**src/rtl/pvi_pkg.sv**
```systemverilog
package pvi_pkg;
    localparam int          NUM_IRQ      = 16;
    localparam int          IDX_W        = 4;
    localparam int          RANK_W       = 5;
    localparam logic [7:0]  ADDR_LO_34   = 8'h34;
    localparam logic [7:0]  ADDR_HI_35   = 8'h35;
    localparam logic [7:0]  ADDR_MASK_LO = 8'h36;
    localparam logic [7:0]  ADDR_MASK_HI = 8'h37;
    localparam int          VEC_TOP_LSB  = 5;
    localparam logic [15:0] MASK_RST     = 16'hFFFF;
    localparam logic [15:0] ZERO_RST     = 16'h0000;
    localparam logic [2:0]  VEC_TOP_RST  = 3'h0;
    localparam logic [7:0]  BYTE_ZERO    = 8'h00;
    localparam logic [3:0]  IDX_ZERO     = 4'h0;
endpackage

```
**src/rtl/pvi_ctrl.sv**
```systemverilog
`timescale 1ns/10ps
module pvi_ctrl (
    input  wire logic                         ref_clk,
    input  wire logic                         reset_n,
    input  wire logic [pvi_pkg::NUM_IRQ-1:0]  request_inputs,
    input  wire logic [7:0]                   io_addr,
    input  wire logic                         io_wr,
    input  wire logic                         io_rd,
    input  wire logic [7:0]                   io_wdata,
    output logic      [7:0]                   io_rdata,
    output logic                              cpu_irq_n,
    input  wire logic                         cpu_acknowledge_n,
    output logic      [7:0]                   cpu_data_out,
    output logic                              cpu_data_oe,
    input  wire logic                         service_done_n
);
    import pvi_pkg::*;

    logic                rst_q1_r;
    logic                rst_n;
    logic [NUM_IRQ-1:0]  req_q1_r;
    logic [NUM_IRQ-1:0]  req_s_r;
    logic [NUM_IRQ-1:0]  req_d_r;
    logic [NUM_IRQ-1:0]  pending_requests_r;
    logic [NUM_IRQ-1:0]  pending_nxt;
    logic [NUM_IRQ-1:0]  in_service_status_r;
    logic [NUM_IRQ-1:0]  in_service_nxt;
    logic [NUM_IRQ-1:0]  trigger_mode_select_r;
    logic [NUM_IRQ-1:0]  priority_group_select_r;
    logic [NUM_IRQ-1:0]  request_mask_r;
    logic [2:0]          vector_upper_bits_r;
    logic                vec_set_r;
    logic                illegal_r;
    logic                ack_d_r;
    logic                done_d_r;
    logic [7:0]          vector_r;
    logic                oe_r;
    logic [7:0]          io_rdata_r;

    // Reset release through two flops
    always_ff @(posedge ref_clk or negedge reset_n) begin
        if (!reset_n) begin
            rst_q1_r <= 1'b0;
            rst_n    <= 1'b0;
        end else begin
            rst_q1_r <= 1'b1;
            rst_n    <= rst_q1_r;
        end
    end

    // Request pins come from other domains
    always_ff @(posedge ref_clk or negedge rst_n) begin
        if (!rst_n) begin
            req_q1_r <= ZERO_RST;
            req_s_r  <= ZERO_RST;
            req_d_r  <= ZERO_RST;
        end else begin
            req_q1_r <= request_inputs;
            req_s_r  <= req_q1_r;
            req_d_r  <= req_s_r;
        end
    end

    wire [NUM_IRQ-1:0] rise_w = req_s_r & ~req_d_r;
    wire               ack_fall  = ~cpu_acknowledge_n & ack_d_r;
    wire               done_fall = ~service_done_n & done_d_r;

    // Candidate and in-service winners
    wire [NUM_IRQ-1:0] elig_w = pending_requests_r & ~request_mask_r;
    logic              elig_found;
    logic [IDX_W-1:0]  elig_idx;
    logic [RANK_W-1:0] elig_rank;
    logic              isr_found;
    logic [IDX_W-1:0]  isr_idx;
    logic [RANK_W-1:0] isr_rank;

    pvi_prio u_elig (
        .req   (elig_w),
        .grp   (priority_group_select_r),
        .found (elig_found),
        .idx   (elig_idx),
        .rank  (elig_rank)
    );

    pvi_prio u_isr (
        .req   (in_service_status_r),
        .grp   (priority_group_select_r),
        .found (isr_found),
        .idx   (isr_idx),
        .rank  (isr_rank)
    );

    // Only strictly higher than the deepest service level nests
    wire want_w = elig_found && (!isr_found || elig_rank > isr_rank)
                  && !illegal_r;
    assign cpu_irq_n = ~want_w;

    wire legal_ack   = ack_fall & want_w;
    wire illegal_ack = ack_fall & ~want_w & ~illegal_r;
    wire done_normal = done_fall & ~illegal_r;

    wire [NUM_IRQ-1:0] set_oh = legal_ack ? (NUM_IRQ'(1) << elig_idx)
                                          : ZERO_RST;
    wire [NUM_IRQ-1:0] clr_oh = (done_normal && isr_found)
                                ? (NUM_IRQ'(1) << isr_idx) : ZERO_RST;

    // Vector: top bits, index, bit zero low
    wire [7:0] vec_w = {vector_upper_bits_r,
                        legal_ack ? elig_idx : IDX_ZERO, 1'b0};

    // Edge: latch until accepted, new edge beats clear; level: follow
    assign pending_nxt = (trigger_mode_select_r
                          & ((pending_requests_r & ~set_oh) | rise_w))
                       | (~trigger_mode_select_r & req_s_r);
    assign in_service_nxt = (in_service_status_r | set_oh) & ~clr_oh;

    always_ff @(posedge ref_clk or negedge rst_n) begin
        if (!rst_n) begin
            pending_requests_r  <= ZERO_RST;
            in_service_status_r <= ZERO_RST;
            illegal_r           <= 1'b0;
            ack_d_r             <= 1'b1;
            done_d_r            <= 1'b1;
        end else begin
            pending_requests_r  <= pending_nxt;
            in_service_status_r <= in_service_nxt;
            ack_d_r             <= cpu_acknowledge_n;
            done_d_r            <= service_done_n;
            if (illegal_ack)
                illegal_r <= 1'b1;
            else if (done_fall)
                illegal_r <= 1'b0;
        end
    end

    // Vector drive while the acknowledge stays low
    always_ff @(posedge ref_clk or negedge rst_n) begin
        if (!rst_n) begin
            vector_r <= BYTE_ZERO;
            oe_r     <= 1'b0;
        end else begin
            if (ack_fall)
                vector_r <= vec_w;
            oe_r <= ack_fall | (oe_r & ~cpu_acknowledge_n);
        end
    end

    assign cpu_data_out = vector_r;
    assign cpu_data_oe  = oe_r & ~cpu_acknowledge_n;

    // Register port; the vector-written flag steers 34H-36H writes
    wire wr_lo = io_wr && io_addr == ADDR_LO_34;
    wire wr_hi = io_wr && io_addr == ADDR_HI_35;
    wire wr_ml = io_wr && io_addr == ADDR_MASK_LO;
    wire wr_mh = io_wr && io_addr == ADDR_MASK_HI;

    always_ff @(posedge ref_clk or negedge rst_n) begin
        if (!rst_n) begin
            trigger_mode_select_r   <= ZERO_RST;
            priority_group_select_r <= ZERO_RST;
            request_mask_r          <= MASK_RST;
            vector_upper_bits_r     <= VEC_TOP_RST;
            vec_set_r               <= 1'b0;
        end else begin
            if (wr_lo && !vec_set_r)
                trigger_mode_select_r[7:0] <= io_wdata;
            if (wr_hi && !vec_set_r)
                trigger_mode_select_r[15:8] <= io_wdata;
            if (wr_lo && vec_set_r)
                priority_group_select_r[7:0] <= io_wdata;
            if (wr_hi && vec_set_r)
                priority_group_select_r[15:8] <= io_wdata;
            if (wr_ml && !vec_set_r) begin
                vector_upper_bits_r <= io_wdata[7:VEC_TOP_LSB];
                vec_set_r           <= 1'b1;
            end
            if (wr_ml && vec_set_r)
                request_mask_r[7:0] <= io_wdata;
            if (wr_mh)
                request_mask_r[15:8] <= io_wdata;
        end
    end

    // Reads are answered one clock after the strobe
    wire [7:0] rd_mux =
        io_addr == ADDR_LO_34   ? in_service_status_r[7:0]  :
        io_addr == ADDR_HI_35   ? in_service_status_r[15:8] :
        io_addr == ADDR_MASK_LO ? request_mask_r[7:0]       :
        io_addr == ADDR_MASK_HI ? request_mask_r[15:8]      : BYTE_ZERO;

    always_ff @(posedge ref_clk or negedge rst_n) begin
        if (!rst_n)
            io_rdata_r <= BYTE_ZERO;
        else if (io_rd)
            io_rdata_r <= rd_mux;
    end

    assign io_rdata = io_rdata_r;

    a_irq_cause: assert property (@(posedge ref_clk) disable iff (!rst_n)
        !cpu_irq_n |-> elig_found && !illegal_r
                       && (!isr_found || elig_rank > isr_rank))
        else $error("request raised without a qualifying input");

    a_mask_block: assert property (@(posedge ref_clk) disable iff (!rst_n)
        request_mask_r == MASK_RST |-> cpu_irq_n)
        else $error("request raised with all inputs masked");

    a_vec_format: assert property (@(posedge ref_clk) disable iff (!rst_n)
        cpu_data_oe |-> cpu_data_out[0] == 1'b0
                        && cpu_data_out[7:5] == vector_upper_bits_r)
        else $error("vector format wrong");

    a_isr_on_ack: assert property (@(posedge ref_clk) disable iff (!rst_n)
        legal_ack |=> in_service_status_r[cpu_data_out[4:1]]
                      && cpu_data_oe == !cpu_acknowledge_n)
        else $error("acknowledged input not in service");

    a_illegal_vec: assert property (@(posedge ref_clk) disable iff (!rst_n)
        illegal_ack |=> illegal_r && cpu_data_out[4:1] == IDX_ZERO
                        && $stable(in_service_status_r))
        else $error("illegal acknowledge handled wrongly");

    a_illegal_quiet: assert property (@(posedge ref_clk) disable iff (!rst_n)
        illegal_r |-> cpu_irq_n)
        else $error("request raised in illegal state");

    a_illegal_end: assert property (@(posedge ref_clk) disable iff (!rst_n)
        illegal_r && done_fall && !ack_fall |=> !illegal_r
                                   && $stable(in_service_status_r))
        else $error("illegal state end touched in-service bits");

    a_done_clear: assert property (@(posedge ref_clk) disable iff (!rst_n)
        done_normal && isr_found && !ack_fall
            |=> !in_service_status_r[$past(isr_idx)])
        else $error("end of service did not clear bit");

    a_edge_hold: assert property (@(posedge ref_clk) disable iff (!rst_n)
        (rise_w & trigger_mode_select_r) != ZERO_RST && !ack_fall
            |=> ($past(rise_w & trigger_mode_select_r)
                 & ~pending_requests_r) == ZERO_RST)
        else $error("edge request not latched");

    a_level_follow: assert property (@(posedge ref_clk) disable iff (!rst_n)
        ##1 (($past(req_s_r) ^ pending_requests_r)
             & $past(~trigger_mode_select_r)) == ZERO_RST)
        else $error("level pending does not follow input");
endmodule

```
**src/rtl/pvi_prio.sv**
```systemverilog
`timescale 1ns/10ps
// Picks the highest ranked set bit; rank is {group, index}
module pvi_prio (
    input  wire logic [pvi_pkg::NUM_IRQ-1:0] req,
    input  wire logic [pvi_pkg::NUM_IRQ-1:0] grp,
    output logic                             found,
    output logic [pvi_pkg::IDX_W-1:0]        idx,
    output logic [pvi_pkg::RANK_W-1:0]       rank
);
    import pvi_pkg::*;

    always_comb begin
        found = 1'b0;
        idx   = IDX_ZERO;
        rank  = {1'b0, IDX_ZERO};
        // Ascending scan with >= lets the higher index win ties
        for (int i = 0; i < NUM_IRQ; i++) begin
            if (req[i] && (!found || {grp[i], IDX_W'(i)} >= rank)) begin
                found = 1'b1;
                idx   = IDX_W'(i);
                rank  = {grp[i], IDX_W'(i)};
            end
        end
    end
endmodule

```
**config.mk**
```make
export PLATFORM = sky130hd
export DESIGN_NAME = pvi_ctrl
export DESIGN_NICKNAME = d
export VERILOG_FILES = /design/src/rtl/pvi_pkg.sv /design/src/rtl/pvi_ctrl.sv /design/src/rtl/pvi_prio.sv
export SDC_FILE = /design/constraint.sdc
export NUM_CORES = 1
export LEC_CHECK = 0
export BUFFER_PORTS_ARGS = -buffer_cell sky130_fd_sc_hd__buf_2
export CAP_MARGIN = 20
export CORE_UTILIZATION = 30
export CTS_CLUSTER_SIZE = 25
export DETAILED_ROUTE_END_ITERATION = 6
export PLACE_DENSITY = 0.53
export SLEW_MARGIN = 20
export SYNTH_ARGS = -nofsm -noshare
export SYNTH_HDL_FRONTEND = slang
export SYNTH_SLANG_ARGS = --single-unit
```
**constraint.sdc**
```tcl
create_clock -name ref_clk -period 21.5 [get_ports ref_clk]
set_input_delay 2.15 -clock ref_clk [delete_from_list [all_inputs] [get_ports ref_clk]]
set_output_delay 2.15 -clock ref_clk [all_outputs]
set_load 0.03 [all_outputs]
```
# Word-level counts from Yosys, hierarchy flattened
# Cells that the tools add are included.
totals:
  ff_bits: 153
  elab_cells: 295
  inputBits: 38
  out_inout_bits: 18
op_classes:
  shifts: 2
  n_lt_le_gt_ge: 31
  eq_ne: 4
  n_bitwise: 26
  reduce_logical: 108
  n_mux: 103
op_table:
  columns: ["cell", "count"]
  rows:
  - ["two-way mux 5 bit", 32]
  - [">= comparator 5 bit", 30]
  - ["AND 16 bit", 6]
  - ["NOT 16 bit", 5]
  - ["two-way mux 4 bit", 17]
  - ["bitwise OR 16 bit", 3]
  - ["logical AND 1 bit", 43]
  - ["two-way mux 1 bit", 36]
  - ["logical NOT 1 bit", 33]
  - ["equality test 8 x 6 -> 1 bit, second input constant", 4]
  - ["two-way mux 16 bit", 2]
  - ["two-way mux 8 bit", 4]
  - ["<< shifter 1 x 4 -> 16 bit, first input constant", 2]
  - ["logical OR 1 bit", 31]
  - ["two-way mux 3 bit", 8]
  - ["two-way mux 2 bit", 4]
  - ["AND 1 bit", 7]
  - ["> comparator 5 bit", 1]
  - ["NOT 1 bit", 4]
  - ["nonzero test 2 bit", 1]
  - ["bitwise OR 1 bit", 1]

# Longest topological paths before layout
# Gate-level depths: netlist of run 1.
logic_depth:
  ltp_word: 74
  ltp_mapped: 64
  mapped_depth_nobuf: 63

# By module
# A second synthesis of run 1 with hierarchy kept.
unflattened:
  cells_unflattened: 732
  area_unflattened_um2: 8191.6
by_module_without_submodules:
  columns: ["mod", "area_each_um2", "cells_per_inst", "seq_area_each_um2", "instances"]
  rows:
  - ["pvi_ctrl", 6142.1, 450, 3851.2, 1]
  - ["pvi_prio", 1024.7, 141, 0.0, 2]

# Worst setup path before layout of run 1
# OpenSTA, ideal clock, no wires.
synth_timing:
  path_kind: "register -> output"
  startpoint: "reg priority_group_select_r[2]"
  endpoint: "out cpu_irq_n"
  arrival_ns: 11.488
  path_slack_ns: 7.862
  path_buffers: 1
  stages_incl_launch_ff: 57
  t_required_ns: 19.350
  path_cell_list: "dfrtp_1 clkbuf_1 a22oi_1 and3_1 ha_1 o21ai_0 inv_1 a21o_1 a21oi_1 inv_1 ha_1 o21ai_0 o21ai_2 a211oi_1 or2_2 ha_1 nand2b_1 o41ai_4 [21 not listed] o21ai_1 a221oi_1 a21o_1 ha_1 nor2_1 o21ai_0 a22oi_1 inv_1 o21a_1 ha_1 o31ai_1 mux2_2 nand2_1 ha_1 and3_1 a31oi_1 a21oi_2 or3_1"
synth_via:
  elab_chain_cells: 61
  elab_cells_between_ends: 172
  classes_between: "order compare: 29; mux: 56; bitwise: 1; reduce/logical: 86"
synth_lines:
  columns: ["element", "line_no", "text"]
  rows:
  - ["from (decl)", "pvi_ctrl.sv:29", "logic [NUM_IRQ-1:0] priority_group_select_r;"]
  - ["from (signal assigned)", "pvi_ctrl.sv:170", "priority_group_select_r[7:0] <= io_wdata;"]
  - [">= comparator 5 bit", "pvi_prio.sv:18", "if (req[i] && (!found || {grp[i], IDX_W'(i)} >= rank)) begin"]
  - ["logical OR 1 bit", "pvi_prio.sv:18", null]
  - ["logical AND 1 bit", "pvi_prio.sv:18", null]
  - ["two-way mux 5 bit or two-way mux 1 bit (tied branches)", "pvi_prio.sv:18", null]
  - [">= comparator 5 bit or logical NOT 1 bit (tied branches)", "pvi_prio.sv:18", null]
  - ["logical OR 1 bit", "pvi_prio.sv:18", null]
  - ["logical AND 1 bit", "pvi_prio.sv:18", null]
  - ["two-way mux 5 bit or two-way mux 1 bit (tied branches)", "pvi_prio.sv:18", null]
  - ["[45 not listed]", null, null]
  - ["logical OR 1 bit", "pvi_prio.sv:18", null]
  - ["logical AND 1 bit", "pvi_prio.sv:18", null]
  - ["two-way mux 5 bit or two-way mux 1 bit (tied branches)", "pvi_prio.sv:18", null]
  - ["> comparator 5 bit or logical NOT 1 bit (tied branches)", "pvi_ctrl.sv:94", "wire want_w = elig_found && (!isr_found || elig_rank > isr_rank)"]
  - ["logical OR 1 bit", "pvi_ctrl.sv:94", null]
  - ["logical AND 1 bit (*)", "pvi_ctrl.sv:94", null]
  - ["logical AND 1 bit (*)", "pvi_ctrl.sv:95", "&& !illegal_r;"]
  - ["NOT 1 bit (*)", "pvi_ctrl.sv:96", "assign cpu_irq_n = ~want_w;"]
  - ["to (decl)", "pvi_ctrl.sv:11", "output logic cpu_irq_n,"]
# Mark *: on every way between the ends. The rest lies on a longest branch, timed or not.

# Final worst setup path of run 1
layout_timing:
  startpoint: "reg in_service_status_r[0]"
  endpoint: "out cpu_irq_n"
layout_via:
  elab_chain_cells: 66
  elab_cells_between_ends: 98
  classes_between: "order compare: 16; mux: 32; bitwise: 1; reduce/logical: 49"
layout_lines:
  columns: ["element", "line_no", "text"]
  rows:
  - ["from (decl)", "pvi_ctrl.sv:26", "logic [NUM_IRQ-1:0] in_service_status_r;"]
  - ["from (signal assigned)", "pvi_ctrl.sv:126", "in_service_status_r <= in_service_nxt;"]
  - ["two-way mux 5 bit or two-way mux 1 bit (tied branches)", "pvi_prio.sv:18", null]
  - [">= comparator 5 bit or logical NOT 1 bit (tied branches)", "pvi_prio.sv:18", null]
  - ["logical OR 1 bit", "pvi_prio.sv:18", null]
  - ["logical AND 1 bit", "pvi_prio.sv:18", null]
  - ["two-way mux 5 bit or two-way mux 1 bit (tied branches)", "pvi_prio.sv:18", null]
  - [">= comparator 5 bit or logical NOT 1 bit (tied branches)", "pvi_prio.sv:18", null]
  - ["logical OR 1 bit", "pvi_prio.sv:18", null]
  - ["logical AND 1 bit", "pvi_prio.sv:18", null]
  - ["[50 not listed]", null, null]
  - ["logical OR 1 bit", "pvi_prio.sv:18", null]
  - ["logical AND 1 bit", "pvi_prio.sv:18", null]
  - ["two-way mux 5 bit or two-way mux 1 bit (tied branches)", "pvi_prio.sv:18", null]
  - ["> comparator 5 bit or logical NOT 1 bit (tied branches)", "pvi_ctrl.sv:94", null]
  - ["logical OR 1 bit (*)", "pvi_ctrl.sv:94", null]
  - ["logical AND 1 bit (*)", "pvi_ctrl.sv:94", null]
  - ["logical AND 1 bit (*)", "pvi_ctrl.sv:95", null]
  - ["NOT 1 bit (*)", "pvi_ctrl.sv:96", null]
# Marks and branches as above.

==> results of run 1 <==
## path summary, 6_finish.rpt
check | end | slack (ns) | cells past startpoint
min in group ref_clk | req_s_r[13]$_DFF_PN0_ | 0.34 | 0
max in group asynchronous | rst_n$_DFF_PN0_ | 19.90 | 1
setup / recovery | cpu_irq_n | 5.36 | 56
hold reg to reg | req_s_r[13]$_DFF_PN0_ | 0.28 | 0
hold / removal | req_s_r[13]$_DFF_PN0_ | 0.28 | 0
setup reg to reg | pending_requests_r[1]$_DFF_PN0_ | 6.64 | 59
## per-stage QoR
stage	setup slack, ns	total power, mW	hold slack (ns)	cell area (sq um)
finish	5.36	1.12	0.278	9360
floorplan	7.86	0.683	0.331	8090
detailed placement	5.87	0.802	0.335	8720
global route	4.30	1.19	0.328	9360
global placement	6.06	0.799	0.331	8720
CTS	5.37	1.12	0.347	9340
## flip-flops by register name, indices dropped and copies added (netlist names)
| signal | cells |
|---|---|
| ack_d_r | 1 |
| cpu_data_out | 7 |
| done_d_r | 1 |
| illegal_r | 1 |
| in_service_status_r | 16 |
| io_rdata | 8 |
| oe_r | 1 |
| pending_requests_r | 16 |
| priority_group_select_r | 16 |
| req_d_r | 16 |
| req_q1_r | 16 |
| req_s_r | 16 |
| request_mask_r | 16 |
| rst_n | 1 |
| rst_q1_r | 1 |
| trigger_mode_select_r | 16 |
| vec_set_r | 1 |
| vector_upper_bits_r | 3 |
## final cells by class
| cell class | instances | area, sq um | share of cell area |
|---|---|---|---|
| Clock buffer | 17 | 425 | 0.0455 |
| Timing Repair Buffer | 58 | 313 | 0.0334 |
| Tap cell | 335 | 419 | 0.0448 |
| Sequential cell | 153 | 3850 | 0.412 |
| Clock inverter | 15 | 198 | 0.0211 |
| Inverter | 27 | 101 | 0.0108 |
| Multi-Input combinational cell | 542 | 4050 | 0.432 |
## critical path, delay by kind of cell, from the launching register on
family / cells / cell delay (ns)
muxes: 2 / 0.53
DFF: 1 / 0.51
adders and majority gates: 10 / 2.47
buffers and inverters: 5 / 0.57
and+or+nand+nor: 13 / 2.40
AOI/OAI and AO/OA: 26 / 7.08
## per-layer routing
metal / global-route usage / vias to the layer above / share of wire
met5: 0 / - / 0
met3: 0.0286 / 29 / 0.034
li1: - / 2927 / -
met4: 0.0519 / 0 / 0.016
met1: 0.217 / 3051 / 0.46
met2: 0.284 / 127 / 0.49
## cells in the final DEF, fill, tap and decap left out, types with 12 or more instances in the layout
cell type,n
dfrtp_1,134
buf_2,54
nor2_1,53
mux2_2,53
nand2_1,52
nand3_1,37
a21oi_1,33
o21ai_0,31
inv_1,26
ha_1,23
nand2b_1,18
dfstp_2,18
clkbuf_16,17
a32o_1,15
nor2b_1,13
nand4_1,13
a31oi_1,12
## cells by family (layout without fill, tap and decap cells)
family	count (synthesis)	count (layout)	share of synthesized area
AND/OR/NAND/NOR	248	248	0.174
AO/OA/AOI/OAI	204	204	0.187
flip-flops	153	153	0.476
multiplexers	65	65	0.101
buffers and inverters	47	117	0.0257
adder cells (fa/ha/maj)	23	23	0.0356
other	2	2	0.000928
## power by group through the flow
stage | clock network (mW) | logic (mW) | registers [mW]
final | 0.319 | 0.449 | 0.351
after global routing | 0.339 | 0.494 | 0.355
after CTS | 0.327 | 0.445 | 0.352
after detailed placement | 0 | 0.444 | 0.358
after global placement | 0 | 0.442 | 0.358
after floorplan | 0 | 0.337 | 0.346
==> metrics, run 1 <==
most common cell in the netlist=dfrtp_1; initial DRC count=347; Post-synth EDFFs=0; Slew headroom=0.346; launch point of the worst path=in_service_status_r[0]$_DFF_PN0_; DRT antenna net count=0; Final Hold Fails=0; global-route wire length before repair=between 30 and 40 mm; Max IR drop VDD=0.0000617 V; part of the cycle the worst path needs=0.751; Slew Viols, Final=0; clk slew on worst S/H paths=0.07 ns; Clock power frac=0.285; synth top area cells=dfrtp_1, mux2_2, dfstp_2; post-cts sizing count=0; CP Max Fanout=8; Netlist cell types=89; Root Driver=clkbuf_16; Residual DRC=0; Net Sw Frac=0.397; critical path class=reg -> out; Total GRT Usage=0.167; Die Ht=around 170 microns; # diodes=0; final setup violation count=0; synth warn=0; Starting Density=0.308; slowest stage cell on the critical path=o31ai_1; Syn Inst Count=approximately 740; fin crit period=about 16 ns; ys async rst share=1.00; Mapped Area=between 0.008 and 0.009 sq mm; CTS Sinks=153; Non-Filler Instances=approximately 1100; layout cells sized above 1=0.250; H-tree levels=4; CP dominant cell by count=ha_1; PortBufs=54; largest net degree at the start of global routing=a little under 80; slew at the pin closest to its max-slew limit=0.977 ns; Die Wd=166 microns; CP peak stage delay=0.80 ns; Layout Skew=roughly 0.012 ns; CTS tree=built; reg-to-reg startpoint=in_service_status_r[0]$_DFF_PN0_; Main synth FF type=dfrtp_1; # hold bufs at CTS=0; First-pass DRT Iterations=4; synthesized net count=about 800; Nets=860; worst-skew pair later-pin latency=0.44 ns; FMAX=around 62 MHz; share of the synthesized area in the top cell type=0.417; Post-CTS Setup Inserts=0; sequential share of power=0.314; Synth top cells by count=dfrtp_1, mux2_2, nor2_1, nand2_1, nand3_1; Final Wtd Congestion=0.935; power density cells=roughly 120 mW/mm^2; Seq/Total Area, Yosys=0.476; WL per Instance=~19 microns; Die Area=~0.028 sq mm; vias in the first global route=approximately 6000; Hold WC Path Type=reg -> async; Int Power=just under 700 uW; FF+latch count, synth=about 150; Comb pwr share=0.401; area leader, netlist=dfrtp_1; total congestion overflow=0; final design utilization=0.356; CP Launch Type=flip-flop; # rows=about 60; DR vias=about 6100; Psw=~440 uW; RSZ-0062 raised after global routing=no; vias per cell=approximately 5.3; Fill cells=2611; CTS Buf Count=17; status=completed; CP Data Required Time=roughly 19 ns; Top Ports=56; initial antenna violation count=0; LEAKAGE=between 4 and 5 nW; core area=between 0.02 and 0.03 sq mm; Syn-to-layout area delta=15.6%; Clock Tree Buf Depth=2; max_cap viols=0; crit path DAT=about 14 ns; Sum Neg Setup Slack=0 ns; dpl hpwl=~17 mm; Total Routed Length=roughly 22 mm; Setup crit end kind=output pin; # placed instances=approximately 1100; Avg Cell Area, Syn=10.9 sq um
No activity file was read; power rests on OpenSTA's default activity.
==> run 2, diff against run 1 <==
==> constraint.sdc (replaced) <==
create_clock -name ref_clk -period 15.2 [get_ports ref_clk]
set_input_delay 1.52 -clock ref_clk [delete_from_list [all_inputs] [get_ports ref_clk]]
set_output_delay 1.52 -clock ref_clk [all_outputs]
set_load 0.03 [all_outputs]
==> run 2 against run 1 <==
Compared with the run above:
- die area did not move
- utilization is 0.14 points higher
- hold slack gained 0.068 ns
- combinational power grew 46%
- setup slack got worse by 4.5 ns
- global-route usage about the same
- clock-buffer cell count rose by 5
- critical path type unchanged
- critical endpoint unchanged
==> metrics, run 2 (same netlist as run 1, synthesis figures left out) <==
CTS Buf Count=17 (unchanged); clk slew on worst S/H paths=0.06 ns (about the same); crit path DAT=12.81 ns (-1.18 ns); Die Ht=166 microns (unchanged); initial antenna violation count=0 (unchanged); DR vias=6316 (+3.0%); Syn-to-layout area delta=16.1%; sequential share of power=0.314 (about the same); Setup crit end kind=output pin; CP dominant cell by count=ha_1; # rows=59 (unchanged); Top Ports=56 (unchanged); CP Data Required Time=13.68 ns (-5.67 ns); core area=0.0263 sq mm (unchanged); Net Sw Frac=0.388 (-0.00918); Max IR drop VDD=0.0000798 V (+29%); layout cells sized above 1=0.255 (+0.00490); RSZ-0062 raised after global routing=no; most frequent cells in the layout=dfrtp_1, buf_2, mux2_2; Final Wtd Congestion=0.957 (+2.4%); CP peak stage delay=0.49 ns (-0.31 ns); CP Max Fanout=9 (+1); Nets=864 (+0.47%); CTS tree=built; total design power=1.59 mW (+42%); dpl hpwl=16.9 mm (-0.87%); Root Driver=clkbuf_16; total congestion overflow=0 (unchanged); H-tree levels=4 (unchanged); critical path class=reg -> out; FMAX=approximately 70 MHz; # hold bufs at CTS=0 (unchanged); Buf+Inv Stages, Crit Path=5 (unchanged); slew at the pin closest to its max-slew limit=1.03 ns (+0.0499 ns); Final Hold Fails=0 (unchanged); CP Launch Type=flip-flop; Hold WC Path Type=reg -> reg; vias per cell=5.49 (+2.6%); Sum Neg Setup Slack=0 ns (unchanged); status=completed; fin crit period=between 10 and 15 ns; CTS Sinks=153 (unchanged); initial DRC count=382 (+10%); DRT antenna net count=0 (unchanged); Layout Skew=0.0110 ns (-0.00144 ns); final design utilization=0.358 (+0.00138); power density cells=169 mW/mm^2 (+41%); Total GRT Usage=0.167 (-0.000242); Starting Density=0.308 (unchanged); Residual DRC=0 (unchanged); Clock Tree Buf Depth=2 (unchanged); global-route wire length before repair=35.6 mm (-0.12%); slowest stage cell on the critical path=dfrtp_1; delay-heaviest family, CP=compound AO/OA/AOI/OAI gates; First-pass DRT Iterations=5 (+1); Slew Viols, Final=0 (unchanged); LEAKAGE=4.06 nW (about the same); GRT busiest layer=met2; part of the cycle the worst path needs=0.943; Slew headroom=0.310 (-0.0361); # diodes=0 (unchanged); max_cap viols=0 (unchanged); Die Area=0.0276 sq mm (unchanged); Int Power=970 uW (+44%); Total Routed Length=22.6 mm (+1.0%); vias in the first global route=6148 (+0.74%); PortBufs=54 (unchanged); Clock power frac=0.272 (-0.013); worst-skew pair later-pin latency=0.43 ns (about the same); final setup violation count=0 (unchanged); WL per Instance=19.6 microns (+0.68%); largest net degree at the start of global routing=85 (+7.6%); met3 Use GR=0.0262 (-0.00238); commonest non-fill, non-tap cell in the layout=dfrtp_1; Die Wd=166 microns (unchanged); Comb pwr share=0.414 (+0.013); Psw=615 uW (+38%); global routing usage on met1=0.220 (+0.00300); GRT met2 Usage=0.270 (-0.0139)
## run 2: layer usage
metal,share of wire,wire (microns),up-vias
li1,-,-,2934
met4,0.035,799,0
met5,0,0,-
met2,0.47,10700,154
met3,0.033,754,39
met1,0.46,10300,3189
## run 2: layout make-up
type / instances / area [sq um]
timing repair buffer: 62 / 334
clock inverter: 10 / 145
fill: 2637 / 16900
sequential: 153 / 3850
tap: 335 / 419
inverter: 27 / 101
multi-input combinational: 542 / 4090
clock buffer: 22 / 454
## run 2: final timing paths
path                                                   startpoint                         endpoint  slack [ns]  depth (start not counted)
setup / recovery           priority_group_select_r[2]$_DFFE_PN0P_                        cpu_irq_n        0.87                         56
hold / removal                              req_q1_r[4]$_DFF_PN0_             req_s_r[4]$_DFF_PN0_        0.35                          0
setup reg to reg           priority_group_select_r[2]$_DFFE_PN0P_  pending_requests_r[1]$_DFF_PN0_        1.47                         59
hold reg to reg                             req_q1_r[4]$_DFF_PN0_             req_s_r[4]$_DFF_PN0_        0.35                          0
max in group asynchronous                         rst_n$_DFF_PN0_  pending_requests_r[5]$_DFF_PN0_       13.43                          1
min in group asynchronous                         rst_n$_DFF_PN0_            req_d_r[14]$_DFF_PN0_        0.47                          0
## run 2: metrics by stage
step	hold slack [ns]	worst slack, ns	cell area [sq um]	cells
floorplan	0.331	2.19	8090	742
global placement	0.332	0.436	8720	1114
detailed placement	0.335	0.448	8720	1114
CTS	0.348	0.224	9320	1146
global route	0.352	0.00596	9400	1151
finish	0.346	0.873	9400	1151
## run 2: what timing repair did
action / CTS / global route
gates resized for setup: 1 / 8
setup endpoints to repair: 1 / 14
setup buffers: 0 / 5
pin swaps: 0 / 3
## run 2: power groups by stage
stage / sequential (mW) / combinational, mW / clock, mW
after floorplan: 0.489 / 0.477 / 0
after global placement: 0.503 / 0.624 / 0
after detailed placement: 0.503 / 0.625 / 0
after CTS: 0.496 / 0.629 / 0.442
after global routing: 0.504 / 0.717 / 0.459
final: 0.497 / 0.656 / 0.432
